## src/verilog/mode_register_pkg.sv

```systemverilog
package mode_register_pkg;

    // ********************************************
    // Mode addresses
    // ********************************************
    localparam logic [7:0] ADDR_LATENCY = 8'h02;
    localparam logic [7:0] ADDR_DRIVE = 8'h03;
    localparam logic [7:0] ADDR_TEMPERATURE = 8'h04;
    localparam logic [7:0] ADDR_MAKER = 8'h05;
    localparam logic [7:0] ADDR_DIE_REVISION = 8'h06;
    localparam logic [7:0] ADDR_SECOND_REVISION = 8'h07;
    localparam logic [7:0] ADDR_INFO = 8'h08;

    // ********************************************
    // Field positions
    // ********************************************
    localparam int CODE_LSB = 0;
    localparam int CODE_MSB = 3;
    localparam int RATE_LSB = 0;
    localparam int RATE_MSB = 2;
    localparam int HOT_BIT = 2;
    localparam int UPDATE_FLAG_BIT = 7;
    localparam int TYPE_LSB = 0;
    localparam int DENSITY_LSB = 2;
    localparam int WIDTH_LSB = 6;

    // ********************************************
    // Reset values
    // ********************************************
    localparam logic [3:0] LATENCY_RESET = 4'h1;
    localparam logic [3:0] DRIVE_RESET = 4'h2;
    localparam logic UPDATE_FLAG_RESET = 1'b0;
    localparam logic [7:0] READ_IDLE_DATA = 8'h00;

    // ********************************************
    // Latency codes
    // ********************************************
    localparam logic [3:0] LAT_3_1 = 4'h1;
    localparam logic [3:0] LAT_4_2 = 4'h2;
    localparam logic [3:0] LAT_5_2 = 4'h3;
    localparam logic [3:0] LAT_6_3 = 4'h4;
    localparam logic [3:0] LAT_7_4 = 4'h5;
    localparam logic [3:0] LAT_8_4 = 4'h6;

    // ********************************************
    // Drive impedance codes
    // ********************************************
    localparam logic [3:0] DRV_34_OHM = 4'h1;
    localparam logic [3:0] DRV_40_OHM = 4'h2;
    localparam logic [3:0] DRV_48_OHM = 4'h3;
    localparam logic [3:0] DRV_60_OHM = 4'h4;
    localparam logic [3:0] DRV_80_OHM = 4'h6;
    localparam logic [3:0] DRV_120_OHM = 4'h7;

    // ********************************************
    // Refresh-rate codes
    // ********************************************
    localparam logic [2:0] RATE_TOO_COLD = 3'h0;
    localparam logic [2:0] RATE_4X = 3'h1;
    localparam logic [2:0] RATE_2X = 3'h2;
    localparam logic [2:0] RATE_1X = 3'h3;
    localparam logic [2:0] RATE_RESERVED = 3'h4;
    localparam logic [2:0] RATE_QUARTER = 3'h5;
    localparam logic [2:0] RATE_QUARTER_DERATE = 3'h6;
    localparam logic [2:0] RATE_TOO_HOT = 3'h7;
    localparam logic [2:0] RATE_RESET = 3'h3;

    // ********************************************
    // Carriers
    // ********************************************
    typedef struct packed {
        logic write;
        logic read;
        logic [7:0] mode_address;
        logic [7:0] mode_operand_bits;
    } mode_request_t;

    typedef struct packed {
        logic valid;
        logic [7:0] data;
    } mode_answer_t;

    typedef struct packed {
        logic [3:0] read_latency;
        logic [2:0] write_latency;
    } latency_pair_t;

endpackage : mode_register_pkg

```

## src/verilog/refresh_rate_tracker.sv

```systemverilog
`timescale 1ns/1ps
module refresh_rate_tracker (
    input wire logic clk, // 25 MHz clock
    input wire logic rst_b, // Synchronous reset
    input wire logic [2:0] sensor_rate, // Rate code from the sensor
    input wire logic read_clear, // Temperature register read
    output logic [2:0] rate, // Reported rate field
    output logic temperature_update_flag // Field changed since last read
);

    wire logic changed = (sensor_rate != rate);
    wire logic next_flag = changed | (temperature_update_flag & ~read_clear);

    always_ff @(posedge clk) begin
        if (!rst_b) begin
            rate <= mode_register_pkg::RATE_RESET;
            temperature_update_flag <= mode_register_pkg::UPDATE_FLAG_RESET;
        end else begin
            rate <= sensor_rate;
            // A change in the same cycle as the read keeps the flag set.
            temperature_update_flag <= next_flag;
        end
    end
endmodule : refresh_rate_tracker

```

## src/verilog/mode_register_bank.sv

```systemverilog
// Behaviour
// - Latency register 02h write-only; code 1..6 picks read/write latency pair.
// - Drive register 03h write-only; codes 1,2,3,4,6,7 select impedance.
// - Temperature register 04h read-only: rate in bits 2:0, flag bit 7.
// - Rate codes: cold, 4x, 2x, 1x, reserved, quarter, derated quarter, hot.
// - Reading the temperature register clears the update flag, unless the rate changes in that same cycle.
// - Update flag is zero after power-up.
// - Rate bit 2 high means temperature above 85 degrees Celsius.
// - Codes 000b and 111b are out-of-range temperature conditions.
// - Address 05h returns one fixed eight-bit maker code.
// - Address 06h returns a fixed die revision code.
// - Address 07h returns a fixed secondary revision code.
// - Address 08h: type bits 1:0, density bits 5:2, width bits 7:6.
`timescale 1ns/1ps
module mode_register_bank #(
    parameter logic [7:0] MAKER_CODE = 8'h5a, // Arbitrary value
    parameter logic [7:0] DIE_REVISION_CODE = 8'h3c, // Arbitrary value
    parameter logic [7:0] SECOND_REVISION_CODE = 8'h7e, // Arbitrary value
    parameter logic [1:0] DEVICE_TYPE = 2'h0, // Four-bit prefetch
    parameter logic [3:0] DENSITY_CODE = 4'h7, // Density code
    parameter logic [1:0] IO_WIDTH_CODE = 2'h0 // I/O width code
) (
    input wire logic clk, // 25 MHz clock
    input wire logic rst_b, // Synchronous reset, active low
    input mode_register_pkg::mode_request_t request, // Mode register command
    input wire logic [2:0] sensor_rate, // Rate code from the sensor
    output mode_register_pkg::mode_answer_t answer, // Read answer
    output logic [3:0] latency_code, // Stored latency code
    output mode_register_pkg::latency_pair_t latency, // Decoded latencies
    output logic [3:0] output_drive_impedance, // Stored drive code
    output logic over_85c, // Temperature above 85 C
    output logic out_of_range, // Temperature outside limits
    output logic derate_timing // Controller must derate timings
);

    // ********************************************
    // Decoding functions
    // ********************************************
    function automatic logic latency_legal(input logic [3:0] code);
        latency_legal = (code >= mode_register_pkg::LAT_3_1) &&
                        (code <= mode_register_pkg::LAT_8_4);
    endfunction : latency_legal

    function automatic mode_register_pkg::latency_pair_t latency_of(input logic [3:0] code);
        latency_of = '{read_latency: 4'h3, write_latency: 3'h1};
        unique case (code)
            mode_register_pkg::LAT_4_2: latency_of = '{read_latency: 4'h4, write_latency: 3'h2};
            mode_register_pkg::LAT_5_2: latency_of = '{read_latency: 4'h5, write_latency: 3'h2};
            mode_register_pkg::LAT_6_3: latency_of = '{read_latency: 4'h6, write_latency: 3'h3};
            mode_register_pkg::LAT_7_4: latency_of = '{read_latency: 4'h7, write_latency: 3'h4};
            mode_register_pkg::LAT_8_4: latency_of = '{read_latency: 4'h8, write_latency: 3'h4};
            default: latency_of = '{read_latency: 4'h3, write_latency: 3'h1};
        endcase
    endfunction : latency_of

    function automatic logic drive_legal(input logic [3:0] code);
        drive_legal = (code >= mode_register_pkg::DRV_34_OHM) &&
                      (code <= mode_register_pkg::DRV_120_OHM) &&
                      (code != 4'h5);
    endfunction : drive_legal

    // ********************************************
    // Command decode
    // ********************************************
    wire logic [3:0] operand_code =
        request.mode_operand_bits[mode_register_pkg::CODE_MSB:mode_register_pkg::CODE_LSB];
    wire logic write_latency_reg = request.write && !request.read &&
        (request.mode_address == mode_register_pkg::ADDR_LATENCY);
    wire logic write_drive_reg = request.write && !request.read &&
        (request.mode_address == mode_register_pkg::ADDR_DRIVE);
    wire logic read_request = request.read && !request.write;
    wire logic read_temperature = read_request &&
        (request.mode_address == mode_register_pkg::ADDR_TEMPERATURE);
    wire logic take_latency = write_latency_reg && latency_legal(operand_code);
    wire logic take_drive = write_drive_reg && drive_legal(operand_code);

    // ********************************************
    // Temperature tracking
    // ********************************************
    logic [2:0] rate;
    logic temperature_update_flag;

    refresh_rate_tracker tracker (
        .clk(clk),
        .rst_b(rst_b),
        .sensor_rate(sensor_rate),
        .read_clear(read_temperature),
        .rate(rate),
        .temperature_update_flag(temperature_update_flag)
    );

    wire logic [7:0] temperature_word = {temperature_update_flag, 4'h0, rate};
    wire logic [7:0] info_word = {IO_WIDTH_CODE, DENSITY_CODE, DEVICE_TYPE};
    wire logic rate_hot = rate[mode_register_pkg::HOT_BIT];
    wire logic rate_outside = (rate == mode_register_pkg::RATE_TOO_COLD) ||
                              (rate == mode_register_pkg::RATE_TOO_HOT);
    wire logic rate_derate = (rate == mode_register_pkg::RATE_QUARTER_DERATE);

    // ********************************************
    // Read data selection
    // ********************************************
    logic [7:0] read_word;

    always_comb begin
        unique case (request.mode_address)
            mode_register_pkg::ADDR_TEMPERATURE: read_word = temperature_word;
            mode_register_pkg::ADDR_MAKER: read_word = MAKER_CODE;
            mode_register_pkg::ADDR_DIE_REVISION: read_word = DIE_REVISION_CODE;
            mode_register_pkg::ADDR_SECOND_REVISION: read_word = SECOND_REVISION_CODE;
            mode_register_pkg::ADDR_INFO: read_word = info_word;
            default: read_word = mode_register_pkg::READ_IDLE_DATA;
        endcase
    end

    wire logic [7:0] next_data = read_request ? read_word : mode_register_pkg::READ_IDLE_DATA;

    // ********************************************
    // Registers
    // ********************************************
    always_ff @(posedge clk) begin
        if (!rst_b) begin
            latency_code <= mode_register_pkg::LATENCY_RESET;
            latency <= latency_of(mode_register_pkg::LATENCY_RESET);
        end else if (take_latency) begin
            latency_code <= operand_code;
            latency <= latency_of(operand_code);
        end
    end

    always_ff @(posedge clk) begin
        if (!rst_b) begin
            output_drive_impedance <= mode_register_pkg::DRIVE_RESET;
        end else if (take_drive) begin
            output_drive_impedance <= operand_code;
        end
    end

    always_ff @(posedge clk) begin
        if (!rst_b) begin
            answer <= '{valid: 1'b0, data: mode_register_pkg::READ_IDLE_DATA};
        end else begin
            answer <= '{valid: read_request, data: next_data};
        end
    end

    // Status follows the reported field one cycle later.
    always_ff @(posedge clk) begin
        if (!rst_b) begin
            over_85c <= 1'b0;
            out_of_range <= 1'b0;
            derate_timing <= 1'b0;
        end else begin
            over_85c <= rate_hot;
            out_of_range <= rate_outside;
            derate_timing <= rate_derate;
        end
    end
endmodule : mode_register_bank

```

## config.mk

```make
export PLATFORM = sky130hd
export DESIGN_NAME = mode_register_bank
export DESIGN_NICKNAME = d
export VERILOG_FILES = /design/src/verilog/mode_register_pkg.sv /design/src/verilog/refresh_rate_tracker.sv /design/src/verilog/mode_register_bank.sv
export SDC_FILE = /design/constraint.sdc
export NUM_CORES = 1
export LEC_CHECK = 0
export BUFFER_PORTS_ARGS = -buffer_cell sky130_fd_sc_hd__buf_4
export CORE_UTILIZATION = 43
export CTS_CLUSTER_DIAMETER = 60
export DETAILED_ROUTE_END_ITERATION = 7
export PLACE_DENSITY = 0.85
export SKIP_LAST_GASP = 1
export SLEW_MARGIN = 0
export SYNTH_ARGS = -nofsm -noshare
export SYNTH_HDL_FRONTEND = slang
export SYNTH_SLANG_ARGS = --single-unit
```

## constraint.sdc

```tcl
create_clock -name clk -period 1.3 [get_ports clk]
set_input_delay 0.065 -clock clk [delete_from_list [all_inputs] [get_ports clk]]
set_output_delay 0.065 -clock clk [all_outputs]
set_load 0.02 [all_outputs]
```

==> qor.yml, run 1 <==
setup_path:
  cpMostUsedCell: "buf_4"
  crit_required_ns: 1.57
  worst_setup_path_end_kind: "register"
  cp.arrival_ns: 1.39
  path_buf_inv: 2
  path_class: "input pin to register"
  slowest_stage: "nor4b_4"
  start_kind: "input pin"
  critPathTopFamily: "simple AND/OR/NAND/NOR gates"
  cp_cell_sequence: "buf_4 -> nor4b_4 -> nand4b_4 -> buf_4 -> nor2_1 -> mux2i_1"
  cpPeakStageDelay_ns: 0.40
  cp_max_fo: 4
layout:
  area_growth_pct: 38.6
  fin_area_sq_um: 1860
  layout.cells.non_filler: 227
  final_nets: 218
  drive_above_1_share_pct: 40.8
  n_antenna_cell: 0
grt:
  overflow: 0
  grt_pass1_wl_mm: 5.15
  grt_pass1_vias: 1231
  grt_max_degree: 23
  antenna_found_initial: 0
  grt_usage_pct: 20.2
logic_synthesis:
  synth_top_family_by_area: "simple AND/OR/NAND/NOR gates"
  synth_compound_area_share_pct: 13.5
  synthSimpleGateAreaFrac_pct: 27.3
  ys_seq_area_share_pct: 44.9
  syn_avg_cell_area_sq_um: 10.1
  post_synth_mux_area_share_pct: 2.99
  ys_ff_latch: 30
  synth_nets: 155
  synth_cell_type_count: 46
  syn_area_sq_um: 1340
  synth_edf_count: 0
  synth-xor-area-share_pct: 4.58
  synth_cells: 132
  synthAdderAreaFrac_pct: 0
  synthFlopType: "dfxtp_1"
  ys_async_sr_fraction_pct: 0
  ys_warn_count: 0
clock_network:
  cts_tree: "yes"
  clock_latency_ns: 0.33
  cts.sinks: 30
  clockBufferDepth: 2
  clkTransAtPathRegs_ns: 0.10
  cts_buffers: 5
  post-cts-setup-buffers: 0
  cts-root-buf: "clkbuf_4"
  h-tree-depth: 2
routing:
  drtPass1Iterations: 6
  postRouteAntennaNets: 0
  vias: 1217
  dr.first_iter.drc_count: 24
  wl_per_cell_um: 13.4
  viasPerCell: 5.36
  drc_errors: 4
  drt-total-wl_mm: 3.05
placed_design:
  place.gp.congestion: 0.807
  dp_hpwl_mm: 2.34
  dpl_worst_slack_ns: -0.186
  place_area_sq_um: 1750
  dp_cells: 215
  port_buffers: 45
power:
  p_total_mw: 1.75
  p_sw_mw: 0.444
  p_per_area_nw_per_um2: 943
  seqPwrFrac_pct: 53.7
  swShare_pct: 25.4
  vdd_ir_drop_max_uv: 792
  clkPwrFrac_pct: 33.6
  power_frac_comb_pct: 12.7
  power_leakage_nw: 0.856
  p_int_mw: 1.31
sta:
  skew_ns: 0.00351
  grt_setup_unrepaired: "false"
  hold-worst-slack_ns: 0.0282
  setup_ws_ns: 0.174
  setup_viol: 0
  drv_slew: 0
  hold_viol: 0
  period_share_pct: 86.6
  fin_crit_ns: 1.13
  slew_headroom_pct: 76.3
  max_freq_ghz: 0.888
  worstMarginPinSlew_ns: 0.347
floorplan:
  die_w_um: 57.8
  io_pins: 50
  die_h_um: 57.8
  die-area_sq_um: 3340
  rows: 19
  core_area_sq_um: 2850
  initial_utilization_pct: 46.9
run_status:
  outcome: "finished with violations"
  failed_checks: "design-rule violations"
hold_path:
  hp-class: "input pin to register"
flow_run:
  cap_violations: 0
==> kinds of logic after synthesis <==
family	after synthesis
simple gates	53
flops	30
compound gates	26
xor+xnor	7
mux	4
buf+inv	12
==> cells in the mapped netlist, types with 2 or more instances <==
library cell / n / area [sq um]
a21oi_1: 7 / 35.0
nor2_1: 6 / 22.5
or3_1: 2 / 12.5
xnor2_1: 3 / 26.3
clkbuf_8: 2 / 27.5
xor2_1: 4 / 35.0
a31oi_1: 2 / 12.5
mux2i_1: 4 / 40.0
nor2b_1: 3 / 18.8
and2_1: 5 / 31.3
nand2_1: 8 / 30.0
a31o_2: 2 / 17.5
dfxtp_1: 30 / 601
inv_1: 4 / 15.0
buf_4: 2 / 15.0
nand3b_1: 3 / 22.5
nand2b_1: 2 / 12.5
and3_1: 3 / 18.8
nand3_1: 3 / 15.0
nor4_1: 4 / 25.0
clkbuf_1: 2 / 7.51
o21ai_0: 7 / 35.0
==> path summary, 6_finish.rpt <==
| path | startpoint | end | slack, ns | cells past startpoint |
|---|---|---|---|---|
| max | request[11] | output_drive_impedance[2]$_SDFFE_PN0P_ | 0.17 | 6 |
| min | request[9] | answer[5]$_SDFF_PN0_ | 0.03 | 2 |
| max reg2reg | tracker.rate[2]$_SDFF_PN0_ | tracker.temperature_update_flag$_SDFF_PN0_ | 0.22 | 3 |
| min reg2reg | output_drive_impedance[3]$_SDFFE_PN0P_ | output_drive_impedance[3]$_SDFFE_PN0P_ | 0.45 | 2 |
==> flip-flops by register name, summed over array words and instances, names as in the netlist <==
name                             cells
latency                              7
answer                               8
tracker.rate                         3
latency_code                         4
over_85c                             1
out_of_range                         1
output_drive_impedance               4
tracker.temperature_update_flag      1
derate_timing                        1
==> repair_timing <==
action                    4_1_cts  5_1_grt
hold buffers                    4        0
hold endpoints to repair        4        0
gates resized for setup         0        0
==> layout make-up <==
| class | instances | area [sq um] |
|---|---|---|
| well taps | 31 | 38.8 |
| flip-flops and latches | 30 | 601 |
| clock inverters | 2 | 12.5 |
| fillers | 250 | 997 |
| clock buffers | 6 | 51.3 |
| multi-input cells | 90 | 647 |
| inverters | 4 | 15.0 |
| repair buffers | 64 | 490 |
==> power groups by stage <==
| stage | clock network, mW | logic, mW | registers, mW |
|---|---|---|---|
| after floorplan | 0 | 0.116 | 0.964 |
| after global placement | 0 | 0.206 | 0.960 |
| after detailed placement | 0 | 0.212 | 0.960 |
| after CTS | 0.608 | 0.223 | 0.939 |
| after global routing | 0.643 | 0.242 | 0.941 |
| final | 0.588 | 0.223 | 0.939 |
==> worst reg2reg max path, stage by stage, from the launching register on <==
cell and delay, ns:
dfxtp_1 0.37, xor2_1 0.17, a2111oi_0 0.37, nor2_1 0.07
==> cells in the final DEF, fill, tap and decap left out, types with 2 or more instances in the layout <==
cell type and instances:
nand3_1 3, dfxtp_1 30, a31oi_1 2, o21ai_0 7, nor4_1 4, xnor2_1 3, nor2b_1 3, a31o_2 2
or3_1 2, nand2b_1 2, dlygate4sd3_1 4, a21oi_1 7, buf_4 60, and3_1 3, nand2_1 8, and2_1 5
xor2_1 4, inv_1 4, nor2_1 6, clkbuf_4 5, mux2i_1 4, nand3b_1 3
==> through the flow <==
step / TNS (ns) / util [%]
6_report: 0 / 65.0
5_1_grt: 0 / 65.0
4_1_cts: 0 / 65.0
3_5_place_dp: -1.50 / 61.4
3_3_place_gp: -0.832 / 61.4
2_1_floorplan: -0.0367 / -
==> per-layer routing <==
metal,track usage (%),wire [um]
met1,22.1,1260
met4,7.82,65
met2,36.6,1530
met5,0,0
met3,5.80,192
Note: power is estimated with default switching activity, not from simulation.
==> run 2: changes to the inputs <==
Settings changed: SETUP_SLACK_MARGIN set to 0.3.
==> run 2 against run 1 <==
The flow still finishes with violations (design-rule violations). Global-route usage increased by 2.4 points. Combinational power rose by 21%. Sequential share of layout area is 2.7 points lower. Register-to-register slack gained 0.05 ns. Worst hold slack lost 0.0044 ns. Routed wire length is 21% higher. Critical path depth unchanged. Largest cell class unchanged. Highest routed layer unchanged.
==> qor.yml, run 2 (synthesized netlist as in run 1, its figures left out) <==
sta:
  setup_tns_ns: 0
  fin_crit_ns: 1.05
  drv_slew: 0
  setup_viol: 0
  skew_ns: 0.00310
  slew_headroom_pct: 68.2
  max_freq_ghz: 0.951
  worstMarginPinSlew_ns: 0.473
  grt_setup_unrepaired: "true"
  setup_ws_ns: 0.248
  hold_viol: 0
  period_share_pct: 80.9
clock_network:
  cts_tree: "yes"
  clkTransAtPathRegs_ns: 0.10
  h-tree-depth: 2
  cts_buffers: 5
  cts-root-buf: "clkbuf_4"
  cts.sinks: 30
  clock_latency_ns: 0.34
  clockBufferDepth: 2
setup_path:
  r2r_slack_ns: 0.27
  cpPeakStageDelay_ns: 0.34
  crit_required_ns: 1.54
  r2r_end: "tracker.temperature_update_flag$_SDFF_PN0_"
  reg2reg_depth: 3
  worst_setup_path_end_kind: "register"
  r2r_start: "tracker.rate[1]$_SDFF_PN1_"
  cp_max_fo: 6
  cp.arrival_ns: 1.29
  path_class: "input pin to register"
  crit_start: "request[16]"
  crit_end: "latency[1]$_SDFFE_PN0P_"
  start_kind: "input pin"
  slowest_stage: "o41ai_1"
  cp_cell_sequence: "buf_6 -> nor4b_4 -> buf_4 -> and4b_2 -> nand2_4 -> o41ai_1"
power:
  p_total_mw: 1.82
  vdd_ir_drop_max_uv: 612
  p_per_area_nw_per_um2: 897
  power_leakage_nw: 0.906
layout:
  final_cell_mix: "buf_4 (58), dfxtp_1 (28), buf_6 (9), nand2_1 (8), a21oi_1 (6)"
  regArea_sq_um: 603
  largest_reg_flops: 8
  fillerInstances: 220
  multi_input_area_sq_um: 732
  n_antenna_cell: 0
  reg.largest.list: "answer (8), latency (7)"
  layout_commonest_cell: "buf_4"
  drive_above_1_share_pct: 48.3
  fin_area_sq_um: 2030
  area_growth_pct: 51.6
  finalCoreUtilization_pct: 71.1
  largest-register: "answer"
  final_nets: 225
routing:
  drtPass1Iterations: 6
  drc_errors: 3
  wl_per_cell_um: 15.7
  postRouteAntennaNets: 0
  drt-total-wl_mm: 3.68
  vias: 1279
  dr.first_iter.drc_count: 29
  viasPerCell: 5.47
run_status:
  outcome: "finished with violations"
  failed_checks: "design-rule violations"
flow_run:
  cap_violations: 0
floorplan:
  core_area_sq_um: 2850
  rows: 19
  die_h_um: 57.8
  io_pins: 50
  die-area_sq_um: 3340
  die_w_um: 57.8
  initial_utilization_pct: 46.9
placed_design:
  port_buffers: 45
  dpl_worst_slack_ns: -0.194
  place_area_sq_um: 1770
  place.gp.congestion: 0.823
  dp_hpwl_mm: 2.39
hold_path:
  hp-class: "input pin to register"
grt:
  grt_max_degree: 23
  grt_pass1_wl_mm: 5.63
  overflow: 0
  grt_usage_pct: 22.6
  antenna_found_initial: 0
  grt_pass1_vias: 1244
[run 2: changes by cell type in the layout (fill, tap and decap cells not counted), moves of 2 or more]
cell	change
buf_6	+9
o21ai_0	-3
buf_4	-2
dfxtp_1	-2
dfxtp_2	+2
nor4_1	-2
nor4_4	+2
o21ai_1	+2
[run 2: per-stage QoR]
| stage | instances | hold slack, ns |
|---|---|---|
| 2_1_floorplan | 132 | 0.166 |
| 3_3_place_gp | 216 | 0.266 |
| 3_5_place_dp | 216 | 0.273 |
| 4_1_cts | 233 | 0.0143 |
| 5_1_grt | 234 | 0.0159 |
| 6_report | 234 | 0.0238 |
[run 2: repair_timing]
item	in CTS	in global routing
pin swaps	10	10
setup endpoints to repair	14	13
hold endpoints to repair	4	0
resized for setup	8	17
buffers inserted	5	1
hold buffers	4	0
[run 2: final cells by class]
cell class | count | area share (%)
Clock inverter | 2 | 0.617
Timing Repair Buffer | 71 | 28.4
Inverter | 4 | 0.740
Multi-Input combinational cell | 90 | 36.1
Tap cell | 31 | 1.91
Clock buffer | 6 | 2.53
Sequential cell | 30 | 29.7
[run 2: how the worst min path moves through the flow]
| stage | start | endpoint | slack (ns) | cells after the start |
|---|---|---|---|---|
| 2_1_floorplan | sensor_rate[0] | tracker.rate[0]$_SDFF_PN1_ | 0.17 | 1 |
| 3_3_place_gp | sensor_rate[1] | tracker.rate[1]$_SDFF_PN1_ | 0.27 | 2 |
| 3_5_place_dp | sensor_rate[0] | tracker.rate[0]$_SDFF_PN1_ | 0.27 | 2 |
| 4_1_cts | rst_b | tracker.rate[1]$_SDFF_PN1_ | 0.01 | 2 |
| 5_1_grt | request[11] | answer[4]$_SDFF_PN0_ | 0.02 | 3 |
| 6_report | request[11] | answer[4]$_SDFF_PN0_ | 0.02 | 3 |
[run 2: layer usage]
layer  global-route usage (%)  wire [um]  up-vias
li1                         -          -      612
met1                     23.6       1430      610
met2                     41.2       1940       48
met3                     6.70        223        9
met4                     10.9         90        0
met5                        0          0        -
[run 2: power breakdown]
group	switching (mW)	leakage (nW)	internal (mW)
logic	0.135	0.629	0.135
registers	0.00939	0.244	0.931
clock network	0.351	0.0343	0.260
[run 2: critical path, delay by kind of cell]
| kind | cells | cell delay, ns |
|---|---|---|
| buffers and inverters | 2 | 0.28 |
| AND/OR/NAND/NOR | 3 | 0.61 |
| AO/OA/AOI/OAI | 1 | 0.34 |
